--- config.mk ---
export PLATFORM = sky130hd
export DESIGN_NAME = alias_remap
export DESIGN_NICKNAME = d
export VERILOG_FILES = /design/src/alias_remap_pkg.sv /design/src/alias_remap.sv /design/src/alias_slot.sv
export SDC_FILE = /design/constraint.sdc
export NUM_CORES = 1
export LEC_CHECK = 0
export ABC_CLOCK_PERIOD_IN_PS = 2950
export BUFFER_PORTS_ARGS = -buffer_cell sky130_fd_sc_hd__buf_2
export CAP_MARGIN = 20
export CORE_MARGIN = 8
export CORE_UTILIZATION = 35
export DETAILED_ROUTE_END_ITERATION = 7
export GPL_ROUTABILITY_DRIVEN = 0
export PLACE_DENSITY = 0.54
export SLEW_MARGIN = 25
export SYNTH_ARGS = -nofsm -noshare
export SYNTH_HDL_FRONTEND = slang
export SYNTH_SLANG_ARGS = --single-unit
--- constraint.sdc ---
create_clock -name clk -period 2.95 [get_ports clk]
set_input_delay 0.1475 -clock clk [delete_from_list [all_inputs] [get_ports clk]]
set_output_delay 0.1475 -clock clk [all_outputs]
set_load 0.05 [all_outputs]
--- src/alias_remap_pkg.sv ---
package alias_remap_pkg;

    // register indices; the byte address on the bus is four times the index
    localparam logic [7:0] REMOTE_PHYS_ADDR_6_IDX = 8'h3F;
    localparam logic [7:0] REMOTE_PHYS_ADDR_7_IDX = 8'h40;
    localparam logic [7:0] REMOTE_ALIAS_SLOT_0_IDX = 8'h41;
    localparam logic [7:0] REMOTE_ALIAS_SLOT_1_IDX = 8'h42;
    localparam logic [7:0] REMOTE_ALIAS_SLOT_2_IDX = 8'h43;
    localparam logic [7:0] REMOTE_ALIAS_SLOT_3_IDX = 8'h44;
    localparam logic [7:0] PHYS_SLOT_6 = 8'h06;
    localparam logic [7:0] PHYS_BASE_IDX = REMOTE_PHYS_ADDR_6_IDX - PHYS_SLOT_6;
    localparam logic [7:0] ALIAS_BASE_IDX = REMOTE_ALIAS_SLOT_0_IDX;
    localparam logic [7:0] REMAP_STATUS_IDX = 8'h60;

    // field layout
    localparam int ADDR_MSB = 7;
    localparam int ADDR_LSB = 1;
    localparam int AUTO_ACK_BIT = 0;

    // reset values
    localparam logic [6:0] PHYS_RESET = 7'h00;
    localparam logic [6:0] ALIAS_RESET = 7'h00;
    localparam logic AUTO_ACK_RESET = 1'h0;
    localparam logic [6:0] ALIAS_DISABLED = 7'h00;

    localparam int NUM_SLOTS = 8;

    typedef enum logic [1:0] {
        ST_IDLE = 2'b00,
        ST_WAIT = 2'b01
    } remap_state_type;

endpackage

--- src/alias_remap.sv ---
`timescale 1ns/100ps
// How it works
// - per slot 7-bit physical address, resets zero
// - alias hit forwards with physical address substituted
// - per slot 7-bit alias compared with target
// - zero alias disables its slot
// - alias n maps to physical register n
// - auto-ack bit acknowledges writes locally
module alias_remap #(
    parameter int NUM_SLOTS = alias_remap_pkg::NUM_SLOTS
) (
    input wire logic clk,
    input wire logic rst,
    input wire logic ce,
    input wire logic wb_cyc_i,
    input wire logic wb_stb_i,
    input wire logic wb_we_i,
    input wire logic [9:0] wb_adr_i,
    input wire logic [3:0] wb_sel_i,
    input wire logic [31:0] wb_dat_i,
    output logic [31:0] wb_dat_o,
    output logic wb_ack_o,
    input wire logic req_valid,
    input wire logic [6:0] req_addr,
    input wire logic req_write,
    output logic req_ready,
    output logic fwd_valid,
    output logic [6:0] fwd_addr,
    output logic fwd_write,
    output logic [$clog2(NUM_SLOTS)-1:0] fwd_slot,
    input wire logic link_lock,
    input wire logic rsp_valid,
    input wire logic rsp_ack,
    output logic done_valid,
    output logic done_ack,
    output logic done_miss
);
    import alias_remap_pkg::*;

    localparam int SLOT_W = $clog2(NUM_SLOTS);

    typedef struct packed {
        remap_state_type state;
        logic ready;
        logic ack;
        logic [7:0] rdata;
        logic fwd_valid;
        logic [6:0] fwd_addr;
        logic fwd_write;
        logic [SLOT_W-1:0] fwd_slot;
        logic done_valid;
        logic done_ack;
        logic done_miss;
        logic last_hit;
        logic [SLOT_W-1:0] last_slot;
    } remap_regs_type;

    remap_regs_type remap_reg;
    remap_regs_type remap_next;

    logic [7:0] word_idx;
    logic bus_write;
    logic [NUM_SLOTS-1:0] phys_we;
    logic [NUM_SLOTS-1:0] alias_we;
    logic [NUM_SLOTS-1:0] hit_vec;
    logic [NUM_SLOTS-1:0] auto_vec;
    logic [7:0] phys_arr [NUM_SLOTS];
    logic [7:0] alias_arr [NUM_SLOTS];
    logic any_hit;
    logic [SLOT_W-1:0] hit_idx;
    logic [6:0] sel_phys;
    logic sel_auto;
    logic [7:0] rd_mux;
    logic accept;

    assign word_idx = wb_adr_i[9:2];
    // writes land on the edge where the master sees ack
    assign bus_write = wb_cyc_i && wb_stb_i && wb_we_i && remap_reg.ack &&
        wb_sel_i[0];

    genvar gi;
    generate
        for (gi = 0; gi < NUM_SLOTS; gi++) begin : g_slot
            assign phys_we[gi] = bus_write &&
                word_idx == PHYS_BASE_IDX + 8'(gi);
            assign alias_we[gi] = bus_write &&
                word_idx == ALIAS_BASE_IDX + 8'(gi);
            alias_slot u_slot (
                .clk(clk),
                .rst(rst),
                .ce(ce),
                .phys_we(phys_we[gi]),
                .alias_we(alias_we[gi]),
                .wdata(wb_dat_i[7:0]),
                .cmp_addr(req_addr),
                .phys_q(phys_arr[gi]),
                .alias_q(alias_arr[gi]),
                .hit(hit_vec[gi]),
                .auto_ack(auto_vec[gi])
            );
        end
    endgenerate

    // lowest matching slot wins; the same index picks the physical register
    always_comb begin
        any_hit = 1'h0;
        hit_idx = '0;
        for (int i = NUM_SLOTS - 1; i >= 0; i--) begin
            if (hit_vec[i]) begin
                any_hit = 1'h1;
                hit_idx = SLOT_W'(i);
            end
        end
        sel_phys = phys_arr[hit_idx][ADDR_MSB:ADDR_LSB];
        sel_auto = auto_vec[hit_idx];
    end

    // read data; unmapped words read zero
    always_comb begin
        rd_mux = 8'h00;
        for (int i = 0; i < NUM_SLOTS; i++) begin
            if (word_idx == PHYS_BASE_IDX + 8'(i)) begin
                rd_mux = phys_arr[i];
            end
            if (word_idx == ALIAS_BASE_IDX + 8'(i)) begin
                rd_mux = alias_arr[i];
            end
        end
        if (word_idx == REMAP_STATUS_IDX) begin
            rd_mux = 8'h00;
            rd_mux[SLOT_W-1:0] = remap_reg.last_slot;
            rd_mux[6] = remap_reg.last_hit;
            rd_mux[7] = !remap_reg.ready;
        end
    end

    assign accept = req_valid && remap_reg.ready;

    always_comb begin
        remap_next = remap_reg;
        remap_next.fwd_valid = 1'h0;
        remap_next.done_valid = 1'h0;
        remap_next.done_ack = 1'h0;
        remap_next.done_miss = 1'h0;
        remap_next.ack = wb_cyc_i && wb_stb_i && !remap_reg.ack;
        if (wb_cyc_i && wb_stb_i && !remap_reg.ack) begin
            remap_next.rdata = rd_mux;
        end
        unique case (remap_reg.state)
            ST_IDLE: begin
                if (accept && any_hit) begin
                    remap_next.fwd_valid = 1'h1;
                    remap_next.fwd_addr = sel_phys;
                    remap_next.fwd_write = req_write;
                    remap_next.fwd_slot = hit_idx;
                    remap_next.last_hit = 1'h1;
                    remap_next.last_slot = hit_idx;
                    if (req_write && sel_auto) begin
                        remap_next.done_valid = 1'h1;
                        remap_next.done_ack = 1'h1;
                    end else begin
                        remap_next.state = ST_WAIT;
                    end
                end else if (accept) begin
                    remap_next.done_valid = 1'h1;
                    remap_next.done_miss = 1'h1;
                    remap_next.last_hit = 1'h0;
                end
            end
            ST_WAIT: begin
                if (rsp_valid) begin
                    remap_next.done_valid = 1'h1;
                    remap_next.done_ack = rsp_ack && link_lock;
                    remap_next.state = ST_IDLE;
                end
            end
            default: begin
                remap_next.state = ST_IDLE;
            end
        endcase
        remap_next.ready = remap_next.state == ST_IDLE;
    end

    always_ff @(posedge clk) begin
        if (rst) begin
            remap_reg <= '0;
            remap_reg.state <= ST_IDLE;
            remap_reg.ready <= 1'h1;
        end else if (ce) begin
            remap_reg <= remap_next;
        end
    end

    assign wb_dat_o = {24'h000000, remap_reg.rdata};
    assign wb_ack_o = remap_reg.ack;
    assign req_ready = remap_reg.ready;
    assign fwd_valid = remap_reg.fwd_valid;
    assign fwd_addr = remap_reg.fwd_addr;
    assign fwd_write = remap_reg.fwd_write;
    assign fwd_slot = remap_reg.fwd_slot;
    assign done_valid = remap_reg.done_valid;
    assign done_ack = remap_reg.done_ack;
    assign done_miss = remap_reg.done_miss;

    property p_remap_addr;
        @(posedge clk) disable iff (rst)
        ce && accept && any_hit |=>
            fwd_valid && fwd_addr == $past(sel_phys);
    endproperty
    a_remap_addr: assert property (p_remap_addr)
        else $error("forwarded address is not the physical address");

    property p_pairing;
        @(posedge clk) disable iff (rst)
        ce && accept && any_hit |=> fwd_slot == $past(hit_idx);
    endproperty
    a_pairing: assert property (p_pairing)
        else $error("forwarded slot differs from matching alias");

    property p_miss;
        @(posedge clk) disable iff (rst)
        ce && accept && !any_hit |=> done_valid && done_miss && !fwd_valid;
    endproperty
    a_miss: assert property (p_miss)
        else $error("unmatched address was forwarded");

    property p_auto_ack;
        @(posedge clk) disable iff (rst)
        ce && accept && any_hit && req_write && sel_auto |=>
            done_valid && done_ack && req_ready;
    endproperty
    a_auto_ack: assert property (p_auto_ack)
        else $error("auto-acknowledged write not answered at once");

    property p_no_auto;
        @(posedge clk) disable iff (rst)
        ce && accept && any_hit && !(req_write && sel_auto) |=>
            !done_valid && !req_ready;
    endproperty
    a_no_auto: assert property (p_no_auto)
        else $error("write acknowledged without auto-ack");

    property p_wait_rsp;
        @(posedge clk) disable iff (rst)
        ce && !req_ready && rsp_valid |=>
            done_valid && done_ack == ($past(rsp_ack) && $past(link_lock));
    endproperty
    a_wait_rsp: assert property (p_wait_rsp)
        else $error("remote answer not passed back");

    property p_bus_ack;
        @(posedge clk) disable iff (rst)
        ce && wb_cyc_i && wb_stb_i && !wb_ack_o |=> wb_ack_o ##1 !wb_ack_o;
    endproperty
    a_bus_ack: assert property (p_bus_ack)
        else $error("bus ack not a single cycle after request");
endmodule

--- src/alias_slot.sv ---
`timescale 1ns/100ps
module alias_slot (
    input wire logic clk,
    input wire logic rst,
    input wire logic ce,
    input wire logic phys_we,
    input wire logic alias_we,
    input wire logic [7:0] wdata,
    input wire logic [6:0] cmp_addr,
    output logic [7:0] phys_q,
    output logic [7:0] alias_q,
    output logic hit,
    output logic auto_ack
);
    import alias_remap_pkg::*;

    typedef struct packed {
        logic [6:0] phys;
        logic [6:0] alias_id;
        logic auto_ack;
    } slot_state_type;

    slot_state_type slot_reg;
    slot_state_type slot_next;

    always_comb begin
        slot_next = slot_reg;
        if (phys_we) begin
            slot_next.phys = wdata[ADDR_MSB:ADDR_LSB];
        end
        if (alias_we) begin
            slot_next.alias_id = wdata[ADDR_MSB:ADDR_LSB];
            slot_next.auto_ack = wdata[AUTO_ACK_BIT];
        end
    end

    always_ff @(posedge clk) begin
        if (rst) begin
            slot_reg <= '{PHYS_RESET, ALIAS_RESET, AUTO_ACK_RESET};
        end else if (ce) begin
            slot_reg <= slot_next;
        end
    end

    assign phys_q = {slot_reg.phys, 1'h0};
    assign alias_q = {slot_reg.alias_id, slot_reg.auto_ack};
    assign auto_ack = slot_reg.auto_ack;
    // a zero alias never matches
    assign hit = (slot_reg.alias_id != ALIAS_DISABLED) &&
        (slot_reg.alias_id == cmp_addr);

    property p_phys_write;
        @(posedge clk) disable iff (rst)
        ce && phys_we |=> phys_q == {$past(wdata[7:1]), 1'h0};
    endproperty
    a_phys_write: assert property (p_phys_write)
        else $error("physical address write not stored");

    property p_disabled;
        @(posedge clk) disable iff (rst)
        ce && alias_we && wdata[7:1] == 7'h00 |=> !hit [*2];
    endproperty
    a_disabled: assert property (p_disabled)
        else $error("zero alias produced a match");
endmodule

## Yosys cells after proc, flatten, opt, wreduce, memory -nomap -nowiden

Cells that the tools add are included.

| storage, ports and cells | value |
|---|---|
| memory bits (read-only) | 0 |
| bits of input ports | 64 |
| output and inout port bits | 49 |
| RAM bits | 0 |
| register bits | 148 |
| memories kept | 0 |
| bits in latches | 0 |

| operators by class | value |
|---|---|
| add/subtract/negate cells | 0 |
| order comparisons | 2 |
| bitwise gates (word level) | 1 |
| shift-type cells | 0 |
| reductions and logical operators | 65 |
| multipliers | 0 |
| multiplexer cells | 55 |
| equality and inequality tests | 26 |
| div/mod/pow operators | 0 |

Operator list:

| operator | number |
|---|---|
| two-way mux 8 bit | 19 |
| == test 8 x 7 -> 1 bit (second input constant) | 10 |
| == test 7 bit | 8 |
| == test 8 x 6 -> 1 bit (second input constant) | 7 |
| nonzero test 7 bit | 8 |
| AND reduction 2 bit | 17 |
| logical AND 1 bit | 33 |
| two-way mux 3 bit | 9 |
| binary-select mux 8 bit (select 3 bit) | 1 |
| two-way mux 12 bit | 2 |
| two-way mux 1 bit | 14 |
| two-way mux 2 bit | 6 |
| one-hot mux 2 bit (2 select lines) | 2 |
| AND reduction 3 bit | 2 |
| two-way mux 5 bit | 1 |
| >= comparator 4 bit (second input constant) | 1 |
| logical NOT 2 bit | 2 |
| < comparator 3 x 4 -> 1 bit (second input constant) | 1 |
| NOT 3 -> 4 bit | 1 |
| binary-select mux 1 bit (select 3 bit) | 1 |
| == test 2 x 1 -> 1 bit (second input constant) | 1 |
| logical NOT 1 bit | 2 |
| nonzero test 2 bit | 1 |

## Longest topological paths before layout

| logic depth | value |
|---|---|
| depth after elaboration | 18 |
| mapped depth | 11 |
| gate-level depth less buffers | 9 |

## Cells and area by module

A second synthesis with hierarchy kept.

| second synthesis, totals | value |
|---|---|
| cells, all modules | 1139 |
| area total of the unflattened synthesis | 8843.5 um^2 |

Modules (own cells, without submodules):

| module | instances | area each (um^2) | cells each | sequential area each (um^2) |
|---|---|---|---|---|
| alias_slot | 8 | 651.9 | 82 | 300.3 |
| alias_remap | 1 | 3628.5 | 483 | 560.5 |

## Worst setup path before layout

OpenSTA, ideal clock, no wires.

| timing path | value |
|---|---|
| path type | register -> register |
| start point | register g_slot[7].u_slot.slot_reg, in the netlist g_slot[7].u_slot.alias_q[4] |
| end point | register remap_reg, in the netlist fwd_addr[1] |
| path slack | 416 ps |
| buffers on the path | 1 |
| period minus slack after synthesis | 2534 ps |
| data required time | 2833 ps |
| data arrival time | 2417 ps |
| stages on the path, launching flop included | 11 |
| path through | dfxtp_1 > or4_1 > nor4_1 > nor3_1 > nor2_1 > o21ai_1 > nand2_1 > clkbuf_1 > mux4_2 > a22oi_1 > nand2_1 |

| on the way | value |
|---|---|
| cells in the longest elaborated chain, start to end | 14 |
| elaborated cells on any way between the ends | 25 |
| classes of those cells | 1 x eq/ne; 19 x mux; 1 x bitwise; 4 x reduce/logical |

RTL lines:

| item | line | text |
|---|---|---|
| start, declared | alias_slot.sv:23 | `slot_state_type slot_reg;` |
| start signal, assigned | alias_slot.sv:39 | `slot_reg <= '{PHYS_RESET, ALIAS_RESET, AUTO_ACK_RESET};` |
| start signal, assigned | alias_slot.sv:41 | `slot_reg <= slot_next;` |
| == test 7 bit / nonzero test 7 bit (equally long branches) | alias_slot.sv:50, alias_slot.sv:49 |  |
| logical AND 1 bit (*) | alias_slot.sv:49 | `assign hit = (slot_reg.alias_id != ALIAS_DISABLED) &&` |
| two-way mux 3 bit (8 in a row) | alias_remap.sv:109 | `if (hit_vec[i]) begin` |
| NOT 3 -> 4 bit (implied by the code) | alias_remap.sv:114 | `sel_phys = phys_arr[hit_idx][ADDR_MSB:ADDR_LSB];` |
| binary-select mux 8 bit (select 3 bit) | alias_remap.sv:114 |  |
| two-way mux 8 bit (implied by the code) (2 in a row) | alias_remap.sv:114 |  |
| end signal, assigned | alias_remap.sv:190 | `remap_reg <= remap_next;` |
| end, declared | alias_remap.sv:58 | `remap_regs_type remap_reg;` |

Mark *: on every way between the ends. The rest lies on a longest branch, timed or not. The select of a mux whose other input is x is not followed.
A chain may end at the register's enable or synchronous reset.

## Worst setup path after layout

| timing path | value |
|---|---|
| start point | register g_slot[6].u_slot.slot_reg, in the netlist g_slot[6].u_slot.alias_q[4] |
| end point | register remap_reg, in the netlist fwd_addr[4] |

| on the way | value |
|---|---|
| cells in the longest elaborated chain, start to end | 13 |
| elaborated cells on any way between the ends | 23 |
| classes of those cells | 1 x eq/ne; 17 x mux; 1 x bitwise; 4 x reduce/logical |

RTL lines:

| item | line |
|---|---|
| start, declared | alias_slot.sv:23 |
| start signal, assigned | alias_slot.sv:39 |
| start signal, assigned | alias_slot.sv:41 |
| == test 7 bit / nonzero test 7 bit (equally long branches) | alias_slot.sv:50, alias_slot.sv:49 |
| logical AND 1 bit (*) | alias_slot.sv:49 |
| two-way mux 3 bit (7 in a row) | alias_remap.sv:109 |
| NOT 3 -> 4 bit (implied by the code) | alias_remap.sv:114 |
| binary-select mux 8 bit (select 3 bit) | alias_remap.sv:114 |
| two-way mux 8 bit (implied by the code) (2 in a row) | alias_remap.sv:114 |

Marked as above.

==> metrics.md <==
| Metric | Value |
|---|---|
| Hold-critical path depth | 3 |
| Clock buffer depth | 2 |
| Max-cap violations | 0 |
| CP Data Required Time | around 3.3 ns |
| Chip width | approximately 170 um |
| DIE HEIGHT | approximately 170 um |
| Cts hold-fix bufs | 0 |
| Final core utilization | 0.417 |
| Clock sinks | around 150 |
| Largest net degree at the start of global routing | slightly above 70 |
| Number of antenna violations at the first check in global routing | 0 |
| Post-Syn Area per Cell | between 8 and 9 um^2 |
| Setup slack, reg-to-reg | 0.18 ns |
| Clock Latency Late Sink | between 0.4 and 0.5 ns |
| Synthesis warning total | 0 |
| First-pass GRT wire length | ~45 mm |
| Logic pwr share | 0.073 |
| Post-synthesis register bit count | around 150 |
| Tcrit/Tclk final | 0.940 |
| Number of failing hold endpoints at the final stage | 0 |
| FFs w/ async S/R, synth | 0 |
| DRT iter0 DRCs | about 740 |
| First-pass DRT Iterations | 8 |
| WL final | 29.3 mm |
| CTS tree | done |
| Maximum VDD drop | 0.351 mV |
| Num CTS Buffers | 17 |
| Routed wire length per instance | roughly 21 um |
| Yosys cell types | 66 |
| R2r startpoint | g_slot[6].u_slot.alias_q[4] |
| Clk network pwr share | 0.507 |
| Slew margin rel. | 0.437 |
| Period minus WS final | about 2.8 ns |
| Met2 Track Usage GR | 0.330 |
| Top Usage Layer GRT | met2 |
| Part of the Yosys area used for sequential elements | 0.370 |
| IO Count | approximately 110 |
| IO buf count | ~60 |
| Cell area power density | a little over 500 nW/um^2 |
| Hold endpoint | fwd_write |
| Area of the multi-input gates | approximately 4600 um^2 |
| Rows | 55 |
| Slew @ Worst Pin | 0.838 ns |
| Critical path type | flip-flop to flip-flop |
| Via count | 7656 |
| Number of enable flip-flop cells after synthesis | 0 |
| Hold Crit Class | input pin to flip-flop |
| Switch Pwr | ~1.3 mW |
| Max Fclk | ~360 MHz |
| FF+latch area | 2960 um^2 |
| Hpwl dp | ~22 mm |
| Total grt overflow | 0 |
| R2R depth | 10 |
| Crit end category | flip-flop |
| Routed vias/inst | roughly 5.6 |
| Post-Synthesis Cell Area | approximately 8000 um^2 |
| Startpoint types | flip-flop |
| Slowest cell on crit path | or4_1 |
| Sw frac | 0.262 |
| Final net count | approximately 1.1k |
| DRC | 0 |
| Slew Limit Fails | 0 |
| Cells after synthesis | roughly 1000 |
| Starting Density | 0.355 |
| CTS H-tree depth | 4 |
| Status | complete, no violations |
| Worst flop-to-flop path endpoint | fwd_addr[4] |
| CP max stage delay | about 0.53 ns |
| Crit path cell chain | or4_1 > nor4_2 > nor3_1 > o41a_1 > o22ai_2 > buf_4 > mux2i_1 > o22ai_1 > nand2_1 > nand2_1 |
| Met1 Use GR | 0.269 |
| Root Driver | clkbuf_16 |
| ANT nets after route | 0 |
| Area of the die | approximately 28000 um^2 |
| Top_reg_cell synth | dfxtp_1 |
| Vias in the first global route | 7315 |
| CTS clk-pin slew, worst paths | 0.07 ns |
| Number of diodes | 0 |
| Core Area | ~23000 um^2 |
| WP data arrival | 3.09 ns |
| Met3 GRT Util | 0.0466 |
| RSZ-0062 raised after global routing | no |
| Filler cells | between 2k and 2.5k |
| Worst path most repeated cell | nand2_1 |
| P_int | 3.53 mW |
| Final setup vio count | 0 |
| Lkg Pwr | 3.68 nW |
| Total GRT Usage | 0.206 |
| Critical path fanouts, max | 8 |
| Layout cells sized above 1 | 0.166 |
| Reg power frac | 0.420 |
| Synth-to-Final Area Change | 17.4% |
| Clock skew | approximately 0.0098 ns |
| Hold path startpoint | req_write |
| Setup TNS | 0 ns |
## cell families (layout without fill, tap and decap cells)
kind of cell / Yosys count / after routing / synth area share
AOI/OAI and AO/OA: 206 / 206 / 0.164
xor gates and xnor gates: 54 / 54 / 0.0590
DFF: 148 / 148 / 0.370
muxes: 82 / 82 / 0.118
buffers and inverters: 104 / 165 / 0.0705
and+or+nand+nor: 400 / 400 / 0.218
other: 1 / 24 / 0.000468
## synthesized netlist by cell type (5+ instances only)
cell      count  area [um^2]
xor2_1       25          219
nand4_1       6         37.5
nand2_1     172          646
o22ai_1      11         68.8
a221oi_1     12          105
clkbuf_1     41          154
nor4_1       11         68.8
buf_2         8         40.0
and3_1        6         37.5
inv_1         7         26.3
a222oi_1      8         80.1
nor3_1       21          105
mux4_2       10          225
mux2i_1      70          701
o211ai_1      6         45.0
nand3_1      43          215
dfxtp_1     148         2960
a22oi_1      20          150
buf_4        42          315
xnor2_1      29          254
o21ai_0      23          115
nor2_1      115          432
o221ai_1      5         43.8
a21oi_1      90          450
## layer usage
metal	up-vias	share of wire
li1	3625	-
met1	3662	0.44
met2	326	0.46
met3	43	0.076
met4	0	0.025
met5	-	0
## area by class of cell
cell class,instances,share of cell area
Clock buffer,17,0.0452
Clock inverter,15,0.0231
Inverter,10,0.00425
Multi-Input combinational cell,766,0.489
Sequential cell,148,0.315
Tap cell,285,0.0379
Timing Repair Buffer,123,0.0853
## power groups by stage
stage | clock (mW) | combinational [mW] | sequential (mW)
final | 2.42 | 0.350 | 2.01
after global routing | 2.54 | 0.370 | 2.01
after floorplan | 0 | 0.243 | 2.06
after detailed placement | 0 | 0.344 | 2.05
after CTS | 2.45 | 0.345 | 2.01
after global placement | 0 | 0.343 | 2.05
## repair_timing
item                       in CTS  in global routing
setup endpoints to repair       0                 11
buffers inserted                0                  1
resized for setup               0                  5
hold endpoints to repair        0                  0
## through the flow
stage	worst slack, ns	cell area, um^2	cells	power, mW	hold WS [ns]
finish	0.178	9410	1364	4.78	0.0165
CTS	0.0313	9380	1363	4.80	0.00500
global placement	0.0516	8730	1331	2.39	0.446
floorplan	0.416	8100	1018	2.30	0.291
detailed placement	0.0579	8740	1331	2.39	0.447
global route	0.0153	9410	1364	4.91	0.0121
## worst max-delay path, delay by kind of cell (launching register included)
kind / cells / cell delay, ns
mux: 1 / 0.28
compound gates: 3 / 0.77
buf+inv: 1 / 0.27
simple gates: 5 / 1.02
flops: 1 / 0.32
## cell usage in the layout, fill, tap and decap left out, types with 3 or more instances in the layout
cell type	netlist	final
a21oi_1	90	90
a221oi_1	12	12
a222oi_1	8	8
a22oi_1	20	20
a31oi_1	3	3
a32oi_1	3	3
and3_1	6	6
buf_2	8	58
buf_4	42	63
bufinv_16	0	4
clkbuf_16	0	17
clkinv_4	0	3
conb_1	1	24
dfxtp_1	148	148
inv_1	7	7
inv_6	0	6
mux2i_1	70	70
mux4_2	10	10
nand2_1	172	172
nand3_1	43	43
nand3b_1	3	3
nand4_1	6	6
nor2_1	115	115
nor3_1	21	19
nor4_1	11	9
o211ai_1	6	6
o21ai_0	23	23
o21ai_1	3	3
o221ai_1	5	5
o22ai_1	11	11
or2_2	3	3
or3_1	4	4
or4_1	4	4
xnor2_1	29	29
xor2_1	25	25
## worst max-delay path by stage
stage,to,slack (ns),startpoint,cells past startpoint
final,fwd_addr[4],0.18,g_slot[6].u_slot.alias_q[4],10
after global routing,fwd_addr[4],0.02,g_slot[3].u_slot.alias_q[1],11
after CTS,req_ready,0.03,g_slot[7].u_slot.alias_q[4],9
after detailed placement,req_ready,0.06,g_slot[7].u_slot.alias_q[4],9
after global placement,fwd_addr[0],0.05,g_slot[7].u_slot.alias_q[4],8
after floorplan,fwd_addr[1],0.42,g_slot[7].u_slot.alias_q[4],10
Note: power is estimated with default switching activity, not from simulation.
